### src/logic/bfs_map.vh
`ifndef BFS_MAP_VH
`define BFS_MAP_VH

// Clock rate and the millisecond time base
`define BFS_CLK_HZ        40000000
`define BFS_TICK_MS       1
`define BFS_MS_PER_S      1000
`define BFS_TICK_CYCLES   (`BFS_CLK_HZ / `BFS_MS_PER_S * `BFS_TICK_MS)

// Widths
`define BFS_DELAY_W       16
`define BFS_MAG_W         16
`define BFS_POLES         3
`define BFS_PRESCALE_W    16

// Pole mode encoding
`define BFS_MODE_3P       1'b0
`define BFS_MODE_1P       1'b1

// Reset values
`define BFS_CNT_RST       16'h0000
`define BFS_POLE_RST      3'h0

// Zone trip hold state codes
`define BFS_ZT_IDLE       2'h0
`define BFS_ZT_TRIP       2'h1
`define BFS_ZT_HOLD       2'h2

`endif

### src/logic/bfs_scheme.v
`timescale 1ns/1ps
`include "bfs_map.vh"

module bfs_scheme #(
  parameter DW          = `BFS_DELAY_W,
  parameter MW          = `BFS_MAG_W,
  parameter TICK_CYCLES = `BFS_TICK_CYCLES
) (
  input  wire          clock,
  input  wire          rstn,
  input  wire          ce,
  input  wire          block,
  input  wire          pole_mode_select,
  input  wire          initiate_current_supervision_enable,
  input  wire          seal_in_enable,
  input  wire          three_pole_initiate_input,
  input  wire [2:0]    pole_initiate_input,
  input  wire          early_path_enable,
  input  wire          main_path_enable,
  input  wire          slow_path_enable,
  input  wire [DW-1:0] early_path_delay,
  input  wire [DW-1:0] main_path_delay,
  input  wire [DW-1:0] slow_path_delay,
  input  wire [DW-1:0] loset_delay,
  input  wire [DW-1:0] zone_trip_hold_time,
  input  wire [MW-1:0] phase_supervision_threshold,
  input  wire [MW-1:0] neutral_supervision_threshold,
  input  wire [MW-1:0] phase_hiset_threshold,
  input  wire [MW-1:0] neutral_hiset_threshold,
  input  wire [MW-1:0] phase_loset_threshold,
  input  wire [MW-1:0] neutral_loset_threshold,
  input  wire [MW-1:0] phase_a_magnitude,
  input  wire [MW-1:0] phase_b_magnitude,
  input  wire [MW-1:0] phase_c_magnitude,
  input  wire [MW-1:0] neutral_magnitude,
  input  wire [2:0]    early_aux_contact_input,
  input  wire [2:0]    normal_aux_contact_input,
  input  wire          out_of_service_input,
  input  wire          target_reset,
  output reg  [2:0]    retrip_q,
  output reg  [2:0]    initiated_q,
  output reg  [2:0]    early_op_q,
  output reg  [2:0]    main_op_q,
  output reg  [2:0]    slow_op_q,
  output reg  [2:0]    hiset_active_q,
  output reg  [2:0]    loset_active_q,
  output reg           zone_trip_output,
  output reg           failed_target_q,
  output reg           trip_led_q,
  output reg  [2:0]    phase_led_q
);

  localparam integer TICK_LAST = TICK_CYCLES - 1;
  localparam [1:0] ZT_IDLE = `BFS_ZT_IDLE;
  localparam [1:0] ZT_TRIP = `BFS_ZT_TRIP;
  localparam [1:0] ZT_HOLD = `BFS_ZT_HOLD;

  wire                     single_pole;
  wire [2:0]               early_aux;
  wire [2:0]               normal_aux;
  wire                     out_of_service;
  wire [MW-1:0]            phase_mag [0:2];
  wire [2:0]               pole_init;
  wire [2:0]               sup_ok;
  wire [2:0]               accept;
  wire [2:0]               active;
  wire [2:0]               early_done;
  wire [2:0]               main_done;
  wire [2:0]               slow_done;
  wire [2:0]               loset_done;
  wire [2:0]               hiset_on;
  wire [2:0]               fault_cur;
  wire [2:0]               early_op;
  wire [2:0]               main_op;
  wire [2:0]               slow_op;
  wire [2:0]               pole_fail;
  wire                     any_fail;
  reg  [2:0]               seal_q;
  reg  [2:0]               seal_d;
  reg  [`BFS_PRESCALE_W-1:0] pre_q;
  reg                      tick_q;
  reg  [1:0]               zt_state_q;
  reg  [1:0]               zt_state_d;
  reg  [DW:0]              hold_cnt_q;
  reg  [DW:0]              hold_cnt_d;

  assign single_pole  = (pole_mode_select == `BFS_MODE_1P);
  assign phase_mag[0] = phase_a_magnitude;
  assign phase_mag[1] = phase_b_magnitude;
  assign phase_mag[2] = phase_c_magnitude;

  // Contacts come from the yard and need synchronising
  bfs_sync #(
    .W (7)
  ) u_sync (
    .clock (clock),
    .rstn  (rstn),
    .ce    (ce),
    .d     ({out_of_service_input, normal_aux_contact_input,
             early_aux_contact_input}),
    .q     ({out_of_service, normal_aux, early_aux})
  );

  // Shared millisecond tick for every timer
  always @(posedge clock)
  begin
    if (!rstn)
    begin
      pre_q  <= `BFS_CNT_RST;
      tick_q <= 1'b0;
    end
    else if (ce)
    begin
      if (pre_q == TICK_LAST[`BFS_PRESCALE_W-1:0])
      begin
        pre_q  <= `BFS_CNT_RST;
        tick_q <= 1'b1;
      end
      else
      begin
        pre_q  <= pre_q + 16'h0001;
        tick_q <= 1'b0;
      end
    end
  end

  genvar p;
  generate
    for (p = 0; p < `BFS_POLES; p = p + 1)
    begin : g_pole
      wire ph_sup;
      wire n_sup;
      wire hi_det;
      wire lo_det;

      // In three-pole mode every pole follows the common initiate
      assign pole_init[p] = ~block & (single_pole ? pole_initiate_input[p]
                                                  : three_pole_initiate_input);

      // Supervision: phase always, neutral only in three-pole mode
      assign ph_sup    = phase_mag[p] > phase_supervision_threshold;
      assign n_sup     = ~single_pole &
                         (neutral_magnitude > neutral_supervision_threshold);
      assign sup_ok[p] = ph_sup | n_sup;

      // Current-supervised initiate is optional
      assign accept[p] = pole_init[p] &
                         (~initiate_current_supervision_enable | sup_ok[p]);
      assign active[p] = accept[p] | seal_q[p];

      // Three delayed paths, each run only while its enable is set
      bfs_delay_timer #(
        .DW (DW)
      ) u_early (
        .clock  (clock),
        .rstn   (rstn),
        .ce     (ce),
        .run    (active[p] & early_path_enable),
        .tick   (tick_q),
        .delay  (early_path_delay),
        .done_q (early_done[p])
      );

      bfs_delay_timer #(
        .DW (DW)
      ) u_main (
        .clock  (clock),
        .rstn   (rstn),
        .ce     (ce),
        .run    (active[p] & main_path_enable),
        .tick   (tick_q),
        .delay  (main_path_delay),
        .done_q (main_done[p])
      );

      bfs_delay_timer #(
        .DW (DW)
      ) u_slow (
        .clock  (clock),
        .rstn   (rstn),
        .ce     (ce),
        .run    (active[p] & slow_path_enable & ~out_of_service),
        .tick   (tick_q),
        .delay  (slow_path_delay),
        .done_q (slow_done[p])
      );

      // Hiset enabled on early or main timeout; loset follows its delay
      assign hiset_on[p] = early_done[p] | main_done[p];

      bfs_delay_timer #(
        .DW (DW)
      ) u_loset (
        .clock  (clock),
        .rstn   (rstn),
        .ce     (ce),
        .run    (hiset_on[p]),
        .tick   (tick_q),
        .delay  (loset_delay),
        .done_q (loset_done[p])
      );

      // Detectors only count once the failure delay is over, so
      // their own reset speed does not matter
      assign hi_det = hiset_on[p] &
                      ((phase_mag[p] > phase_hiset_threshold) |
                       (~single_pole &
                        (neutral_magnitude > neutral_hiset_threshold)));
      assign lo_det = loset_done[p] &
                      ((phase_mag[p] > phase_loset_threshold) |
                       (~single_pole &
                        (neutral_magnitude > neutral_loset_threshold)));
      assign fault_cur[p] = hi_det | lo_det;

      // Early path: contact still closed and current flowing
      assign early_op[p] = early_path_enable & early_done[p] &
                           early_aux[p] & fault_cur[p];
      // Main path: current alone, contacts not looked at
      assign main_op[p]  = main_path_enable & main_done[p] & fault_cur[p];
      // Slow path: contact and service switch, no current check
      assign slow_op[p]  = slow_path_enable & slow_done[p] &
                           normal_aux[p] & ~out_of_service;
      assign pole_fail[p] = early_op[p] | main_op[p] | slow_op[p];
    end
  endgenerate

  // In three-pole mode only pole A contacts matter
  assign any_fail = single_pole ? |pole_fail : pole_fail[0];

  // Seal-in holds only while current stays above supervision
  always @*
  begin
    seal_d = seal_q;
    if (block)
      seal_d = `BFS_POLE_RST;
    else if (!seal_in_enable)
      seal_d = `BFS_POLE_RST;
    else
      seal_d = (seal_q | accept) & sup_ok;
  end

  always @(posedge clock)
  begin
    if (!rstn)
      seal_q <= `BFS_POLE_RST;
    else if (ce)
      seal_q <= seal_d;
  end

  // Status and re-trip outputs, all registered
  always @(posedge clock)
  begin
    if (!rstn)
    begin
      retrip_q       <= `BFS_POLE_RST;
      initiated_q    <= `BFS_POLE_RST;
      early_op_q     <= `BFS_POLE_RST;
      main_op_q      <= `BFS_POLE_RST;
      slow_op_q      <= `BFS_POLE_RST;
      hiset_active_q <= `BFS_POLE_RST;
      loset_active_q <= `BFS_POLE_RST;
    end
    else if (ce)
    begin
      if (block)
      begin
        retrip_q       <= `BFS_POLE_RST;
        initiated_q    <= `BFS_POLE_RST;
        early_op_q     <= `BFS_POLE_RST;
        main_op_q      <= `BFS_POLE_RST;
        slow_op_q      <= `BFS_POLE_RST;
        hiset_active_q <= `BFS_POLE_RST;
        loset_active_q <= `BFS_POLE_RST;
      end
      else
      begin
        retrip_q       <= active;
        initiated_q    <= active;
        early_op_q     <= early_op;
        main_op_q      <= main_op;
        slow_op_q      <= slow_op;
        hiset_active_q <= hiset_on;
        // Loset status never outlives hiset, even for the timer's clear cycle
        loset_active_q <= loset_done & hiset_on;
      end
    end
  end

  // Zone trip: on while failure persists, then held for the dropout time
  always @*
  begin
    zt_state_d = zt_state_q;
    hold_cnt_d = hold_cnt_q;
    case (zt_state_q)
      ZT_IDLE:
      begin
        if (any_fail)
          zt_state_d = ZT_TRIP;
      end
      ZT_TRIP:
      begin
        hold_cnt_d = {(DW+1){1'b0}};
        if (!any_fail)
          zt_state_d = ZT_HOLD;
      end
      ZT_HOLD:
      begin
        if (any_fail)
          zt_state_d = ZT_TRIP;
        else if (hold_cnt_q >= {1'b0, zone_trip_hold_time})
          zt_state_d = ZT_IDLE;
        else if (tick_q)
          hold_cnt_d = hold_cnt_q + {{DW{1'b0}}, 1'b1};
      end
      default:
      begin
        zt_state_d = ZT_IDLE;
        hold_cnt_d = {(DW+1){1'b0}};
      end
    endcase
    if (block)
    begin
      zt_state_d = ZT_IDLE;
      hold_cnt_d = {(DW+1){1'b0}};
    end
  end

  always @(posedge clock)
  begin
    if (!rstn)
    begin
      zt_state_q       <= ZT_IDLE;
      hold_cnt_q       <= {(DW+1){1'b0}};
      zone_trip_output <= 1'b0;
    end
    else if (ce)
    begin
      zt_state_q <= zt_state_d;
      hold_cnt_q <= hold_cnt_d;
      // One trip output for all poles, so single-pole still trips three
      zone_trip_output <= (zt_state_d != ZT_IDLE);
    end
  end

  // Targets stick until reset; a new failure beats a reset in the same cycle
  always @(posedge clock)
  begin
    if (!rstn)
    begin
      failed_target_q <= 1'b0;
      trip_led_q      <= 1'b0;
      phase_led_q     <= `BFS_POLE_RST;
    end
    else if (ce)
    begin
      if (block)
      begin
        failed_target_q <= 1'b0;
        trip_led_q      <= 1'b0;
        phase_led_q     <= `BFS_POLE_RST;
      end
      else
      begin
        failed_target_q <= any_fail | (failed_target_q & ~target_reset);
        trip_led_q      <= any_fail | (trip_led_q & ~target_reset);
        // Phase indication only means something per pole
        phase_led_q     <= (single_pole ? pole_fail : `BFS_POLE_RST) |
                           (phase_led_q & {3{~target_reset}});
      end
    end
  end

endmodule // bfs_scheme

### src/logic/bfs_sync.v
`timescale 1ns/1ps
// Two-stage synchroniser for contact inputs, one chain per bit
module bfs_sync #(
  parameter W = 1
) (
  input  wire         clock,
  input  wire         rstn,
  input  wire         ce,
  input  wire [W-1:0] d,
  output wire [W-1:0] q
);

  genvar i;
  generate
    for (i = 0; i < W; i = i + 1)
    begin : g_bit
      reg meta_q;
      reg sync_q;
      // First stage feeds only the second
      always @(posedge clock)
      begin
        if (!rstn)
        begin
          meta_q <= 1'b0;
          sync_q <= 1'b0;
        end
        else if (ce)
        begin
          meta_q <= d[i];
          sync_q <= meta_q;
        end
      end
      assign q[i] = sync_q;
    end
  endgenerate

endmodule // bfs_sync

### src/logic/bfs_delay_timer.v
`timescale 1ns/1ps
// Pickup timer in millisecond ticks; done holds while run stays high
module bfs_delay_timer #(
  parameter DW = 16
) (
  input  wire          clock,
  input  wire          rstn,
  input  wire          ce,
  input  wire          run,
  input  wire          tick,
  input  wire [DW-1:0] delay,
  output reg           done_q
);

  reg [DW:0] cnt_q;

  // Counting restarts whenever run drops; first tick may be early by
  // up to one millisecond because the tick base is shared
  always @(posedge clock)
  begin
    if (!rstn)
    begin
      cnt_q  <= {(DW+1){1'b0}};
      done_q <= 1'b0;
    end
    else if (ce)
    begin
      if (!run)
      begin
        cnt_q  <= {(DW+1){1'b0}};
        done_q <= 1'b0;
      end
      else
      begin
        if (tick && (cnt_q < {1'b0, delay}))
          cnt_q <= cnt_q + {{DW{1'b0}}, 1'b1};
        done_q <= (cnt_q >= {1'b0, delay});
      end
    end
  end

endmodule // bfs_delay_timer

### config.mk
export PLATFORM = sky130hd
export DESIGN_NAME = bfs_scheme
export DESIGN_NICKNAME = d
export VERILOG_FILES = /design/src/logic/bfs_scheme.v /design/src/logic/bfs_sync.v /design/src/logic/bfs_delay_timer.v
export VERILOG_INCLUDE_DIRS = /design/src /design/src/logic
export SDC_FILE = /design/constraint.sdc
export NUM_CORES = 1
export LEC_CHECK = 0
export BUFFER_PORTS_ARGS = -buffer_cell sky130_fd_sc_hd__buf_2
export CAP_MARGIN = 10
export CORE_MARGIN = 2
export CORE_UTILIZATION = 30
export DETAILED_ROUTE_END_ITERATION = 6
export PLACE_DENSITY = 0.53
export SKIP_LAST_GASP = 1
export SLEW_MARGIN = 20
export SYNTH_ARGS = -nofsm -noshare
export SYNTH_HDL_FRONTEND = slang
export SYNTH_SLANG_ARGS = --single-unit
export TNS_END_PERCENT = 5
### constraint.sdc
create_clock -name clock -period 2.9 [get_ports clock]
set_clock_uncertainty 0.05 [all_clocks]
set_input_delay 0.29 -clock clock [delete_from_list [all_inputs] [get_ports clock]]
set_output_delay 0.29 -clock clock [all_outputs]
set_load 0.01 [all_outputs]
After elaboration in Yosys (flattened, before gate mapping) --
Index checks and enable logic that the tools add are counted.
Word-level totals: bits in read-only memories 0, memories kept 0, latch bits 0, output and inout port bits 27, memory bits (writable) 0, register bits after elaboration 293
Operators by class: mux-type cells 65, reduce and logical (&&, ||, !) cells 28, divide/modulo/power cells 0, shifts and indexed selects 0, equal/unequal tests 19, add/subtract/negate cells 14, multiply operators 0, magnitude comparators 37, bitwise logic cells 92
Operators with widths (number):
- $mux 17 | 28
- $add 17x1->17 const B | 13
- $ge 17x16->1 | 13
- $lt 17x16->1 | 12
- $gt 16x16->1 | 12
- $and 1x1->1 | 53
- $pmux 17 s2 | 1
- $mux 3 | 10
- $or 1x1->1 | 29
- $ne 2x2->1 const B | 13
- $reduce_and 2->1 | 12
- $mux 1 | 19
- $add 16x1->16 const B | 1
- $eq 16x16->1 const B | 1
- $mux 16 | 1
- $logic_and 1x1->1 | 12
- $mux 2 | 5
- $and 3x3->3 | 3
- $ne 3x3->1 const B | 3
- $or 3x3->3 | 2
- $pmux 2 s3 | 1
- $not 1->1 | 5
- $reduce_and 5->1 | 1
- $reduce_or 3->1 | 1
- other kinds (4) | 4

Depth between registers and ports, before layout --
word-level depth 14, depth in mapped cells 14, mapped depth without buffers 12

By module --
From an unflattened synthesis, not the netlist that was laid out.
Second synthesis, totals: cell total of the unflattened synthesis 3321, area, all modules 26442.9 sq um
Modules (own cells, without submodules):
- bfs_delay_timer | seq. area each 360.3 sq um, area an instance 1487.7 sq um, times used 12, cells an instance 188
- bfs_scheme | seq. area each 1261.2 sq um, area an instance 7995.2 sq um, times used 1, cells an instance 1013
- bfs_sync | seq. area each 280.3 sq um, area an instance 595.6 sq um, times used 1, cells an instance 52

Worst setup path after synthesis --
Ideal clock, no wire load.
path kind input -> register, from input slow_path_delay[3], to register g_pole[2].u_slow.cnt_q[14], setup time 69 ps, slack -295 ps, data arrival time 3077 ps, cell stages on the path 12, required time 2781 ps, buffers on the path 0, cells stage by stage inv_1 > ha_1 > a21o_1 > a21oi_1 > a21oi_1 > o31a_1 > nor3_1 > o21ai_0 > o31a_1 > or4_1 > or4_1 > o21ai_1
Between the ends: longest elaborated chain between the ends 4
RTL lines:
- from (decl) | RTL line bfs_scheme.v:23 | input wire [DW-1:0] slow_path_delay,
- $lt 17x16->1 | RTL line bfs_delay_timer.v:35 | if (tick && (cnt_q < {1'b0, delay}))
- $logic_and 1x1->1 | RTL line bfs_delay_timer.v:35
- $ne 2x2->1 (no source line)
- $reduce_and 2->1 (no source line)
- to (signal assigned) | RTL line bfs_delay_timer.v:23 | cnt_q <= {(DW+1){1'b0}};
- to (signal assigned) | RTL line bfs_delay_timer.v:30 | cnt_q <= {(DW+1){1'b0}};
- to (signal assigned) | RTL line bfs_delay_timer.v:36 | cnt_q <= cnt_q + {{DW{1'b0}}, 1'b1};
- to (decl) | RTL line bfs_delay_timer.v:15 | reg [DW:0] cnt_q;
No other way between the ends. A chain may end at the register's enable or synchronous reset.

Final worst setup path --
from input phase_supervision_threshold[13], to register g_pole[2].u_early.cnt_q[15]
Between the ends: longest elaborated chain between the ends 8, elaborated cells between the ends (all ways) 9
RTL lines:
- from (decl) | RTL line bfs_scheme.v:26 | input wire [MW-1:0] phase_supervision_threshold,
- $gt 16x16->1 (*) | RTL line bfs_scheme.v:141 | assign ph_sup = phase_mag[p] > phase_supervision_threshold;
- $or 1x1->1 (*) | RTL line bfs_scheme.v:144 | assign sup_ok[p] = ph_sup | n_sup;
- $or 1x1->1 (*) | RTL line bfs_scheme.v:148 | (~initiate_current_supervision_enable | sup_ok[p]);
- $and 1x1->1 (*) | RTL line bfs_scheme.v:147 | assign accept[p] = pole_init[p] &
- $or 1x1->1 (*) | RTL line bfs_scheme.v:149 | assign active[p] = accept[p] | seal_q[p];
- $and 1x1->1 (*) | RTL line bfs_scheme.v:158 | .run (active[p] & early_path_enable),
- $ne 2x2->1 (no source line)
- $reduce_and 2->1 (no source line)
- to (signal assigned) | RTL line bfs_delay_timer.v:23
- to (signal assigned) | RTL line bfs_delay_timer.v:30
- to (signal assigned) | RTL line bfs_delay_timer.v:36
- to (decl) | RTL line bfs_delay_timer.v:15
Mark *: on every way between the ends. The rest lies on a longest branch, timed or not.

==> results.toml <==
[run_status]
status = "finished with violations"
failed_checks = "negative setup slack"

[global_route]
grt_pass1_wl_um = 117500
grt_use_total_pct = 19.04
first_global_vias = 21310
use_met2_pct = 32.17
grt_overflow = 0
antenna_found_initial = 4
met3_usage_pct = 2.681
grt_busiest_layer = "met2"
use_met1_pct = 25.18
grt_max_degree = 69

[cells_and_area]
final_cell_mix = "391 x ha_1, 385 x buf_4, 290 x dfxtp_1"
final_common_cell = "ha_1"
layout.nets = 4132
multi_input_area_um2 = 16420
regArea_um2 = 5872
area_growth_pct = 32.96
num-fill-cells = 7794
finalNonFillerCells = 4465
drive_above_1_share_pct = 24.53
post-route-util_pct = 40.14
design_area_um2 = 30390

[die]
die_area_um2 = 78410
ios = 289
fp-row-count = 101
die_w_um = 280.0
die_y_um = 280.0
start_util_pct = 30.19
core_area_um2 = 75700

[worst_setup_path]
crit_path_max_fanout = 10
worst_ep_required_time_ns = 3.29
criticalPathCategory = "in -> reg"
setup.worst_path.end_class = "flip-flop"
startpoint_type = "input port"
r2r_slack_ns = -0.10
r2r_end = "g_pole[0].u_main.cnt_q[11]"
r2r-start = "g_pole[0].u_main.cnt_q[1]"
cp.arrival_ns = 3.40
reg2regPathDepth = 13

[hold_path]
hp-start = "normal_aux_contact_input[2]"
hp-class = "in -> reg"
whs_endpoint = "u_sync.g_bit[5].meta_q"
min_delay_path_depth = 3

[timing]
min_period_ns = 3.007
maxSlewHeadroom_pct = 46.91
setup_viol = 44
hold-worst-slack_ns = 0.05200
clock.fmax_mhz = 332.5
max_slew.worst_pin.slew_ns = 0.7964
slew_violations = 0
fin_ws_ns = -0.1074
hold_viol = 0
rsz0062_at_grt = "true"
min_period_over_period_pct = 103.7

[synthesis]
ys_seq_area_share_pct = 25.67
synthesis.area_um2 = 22850
synthesis.nets = 3463
synth_cells = 2787
synth_area_per_cell_um2 = 8.200
async_flop_share_pct = 0
yosys_register_bits = 293
ys.flop_type = "dfxtp_1"
yosysWarnings = 0
synth-edff-count = 0
yosys.cell_types.count = 75

[clock_network]
path_clk_slew_ns = 0.06
insertion_delay_ns = 0.56
clockRootBuffer = "clkbuf_16"
cts_sinks = 293
clockBufferDepth = 3
cts_tree = "done"
cts_max_level = 2
cts_buffers = 39

[detailed_routing]
wire_per_inst_um = 17.33
routed_wl_um = 77400
antenna_left = 0
drtIter0Drc = 1010
drc = 0
vias_per_cell = 4.998
vias = 22320
dr.pass1.iters = 5

[placement]
io_buffers = 288
gp_congestion = 0.9705
post-place-ws_ns = -0.7932
dpl_cell_area_um2 = 28400
dp_hpwl_um = 62900
place_inst = 4375

[power]
p_per_area_nw_per_um2 = 359.5
vdd_ir_drop_max_mv = 0.3276
p_leak_nw = 14.28

[run]
maxCapViolCount = 0
## flip-flops by register name (all words and copies together) (netlist names), 7 cells and up
name,count
g_pole.u_main.cnt_q,51
g_pole.u_loset.cnt_q,51
g_pole.u_slow.cnt_q,51
hold_cnt_q,17
pre_q,16
u_sync.g_bit.meta_q,7
g_pole.u_early.cnt_q,51
u_sync.g_bit.sync_q,7
## area by class of cell
cell class | count | share of cell area [%]
multi-input cells | 2201 | 54.02
flip-flops and latches | 293 | 19.32
inverters | 229 | 2.895
clock buffers | 60 | 3.871
diodes | 2 | 0.01647
clock inverters | 10 | 0.4118
repair buffers | 692 | 15.43
well taps | 978 | 4.027
## worst max-delay path by stage
stage                                        endpoint  cells after the start  slack, ns                             from
final                     g_pole[2].u_early.cnt_q[15]                     13      -0.11  phase_supervision_threshold[13]
after global placement                  hold_cnt_q[9]                     15      -0.81        phase_loset_threshold[15]
after detailed placement                hold_cnt_q[9]                     15      -0.79        phase_loset_threshold[15]
after global routing       g_pole[0].u_slow.cnt_q[11]                     11      -0.29        g_pole[0].u_slow.cnt_q[6]
after CTS                               hold_cnt_q[9]                     17      -0.12        phase_loset_threshold[14]
after floorplan                        hold_cnt_q[10]                     11      -0.24             neutral_magnitude[1]
## Yosys cell counts, drive strengths merged (14+ instances only)
master,n,area share [%]
xnor2,83,3.2
nand2,186,3.1
xor2,62,2.4
and2,23,0.63
nor2,261,4.3
and3,50,1.4
a21oi,180,3.9
ha,414,23
or4,25,0.82
a211oi,21,0.71
inv,229,3.8
or3,29,0.79
a21o,106,3.5
nor4,31,0.85
nor3,66,1.4
o21a,30,0.99
nand4,130,3.6
o21ai,83,1.8
a21boi,20,0.66
nand3,98,2.2
dfxtp,293,26
clkbuf,54,0.89
o31ai,18,0.61
nor2b,64,1.8
mux2i,26,1.1
nand2b,14,0.38
## power breakdown
group	switching (W)	internal [W]
Clock	0.00194	0.00298
Combinational	0.00106	0.000887
Sequential	0.0000152	0.00404
## cells by family (layout without fill, tap and decap cells)
group	count (synthesis)	in the layout	synth area share [%]
flip-flops	293	293	25.67
adder cells (fa/ha/maj)	414	414	22.67
AND/OR/NAND/NOR	1032	1032	23.16
other	0	2	0
AO/OA/AOI/OAI	584	584	16.93
buffers and inverters	293	991	4.883
multiplexers	26	26	1.139
XOR/XNOR	145	145	5.557
## per-stage QoR
| step | setup TNS (ns) | power (W) |
|---|---|---|
| global route | -13.62 | 0.01145 |
| floorplan | -4.040 | 0.005033 |
| global placement | -71.85 | 0.005983 |
| CTS | -2.925 | 0.01102 |
| finish | -2.426 | 0.01092 |
| detailed placement | -73.97 | 0.005993 |
## per-layer routing
layer	routed length, µm	share of wire [%]
met5	44	0.057
met4	1989	2.6
met3	3409	4.4
met2	35870	46
met1	36080	47
## worst max-delay path, cell delays in order
cell	delay, ns
buf_2	0.10
inv_1	0.09
ha_1	0.31
nand4_1	0.23
buf_4	0.23
nor3_1	0.63
buf_4	0.24
o31ai_4	0.09
buf_4	0.15
a21oi_1	0.64
nor3_1	0.17
xnor2_1	0.19
nor2_1	0.05
## what timing repair did
item                                    4_1_cts  5_1_grt
hold endpoints to repair                      6        0
setup buffers                                 3       10
endpoints found under the setup margin       71      124
hold buffers                                  6        0
gates resized for setup                      19       90
pin swaps                                    13       47
No activity file was read; power rests on OpenSTA's default activity.
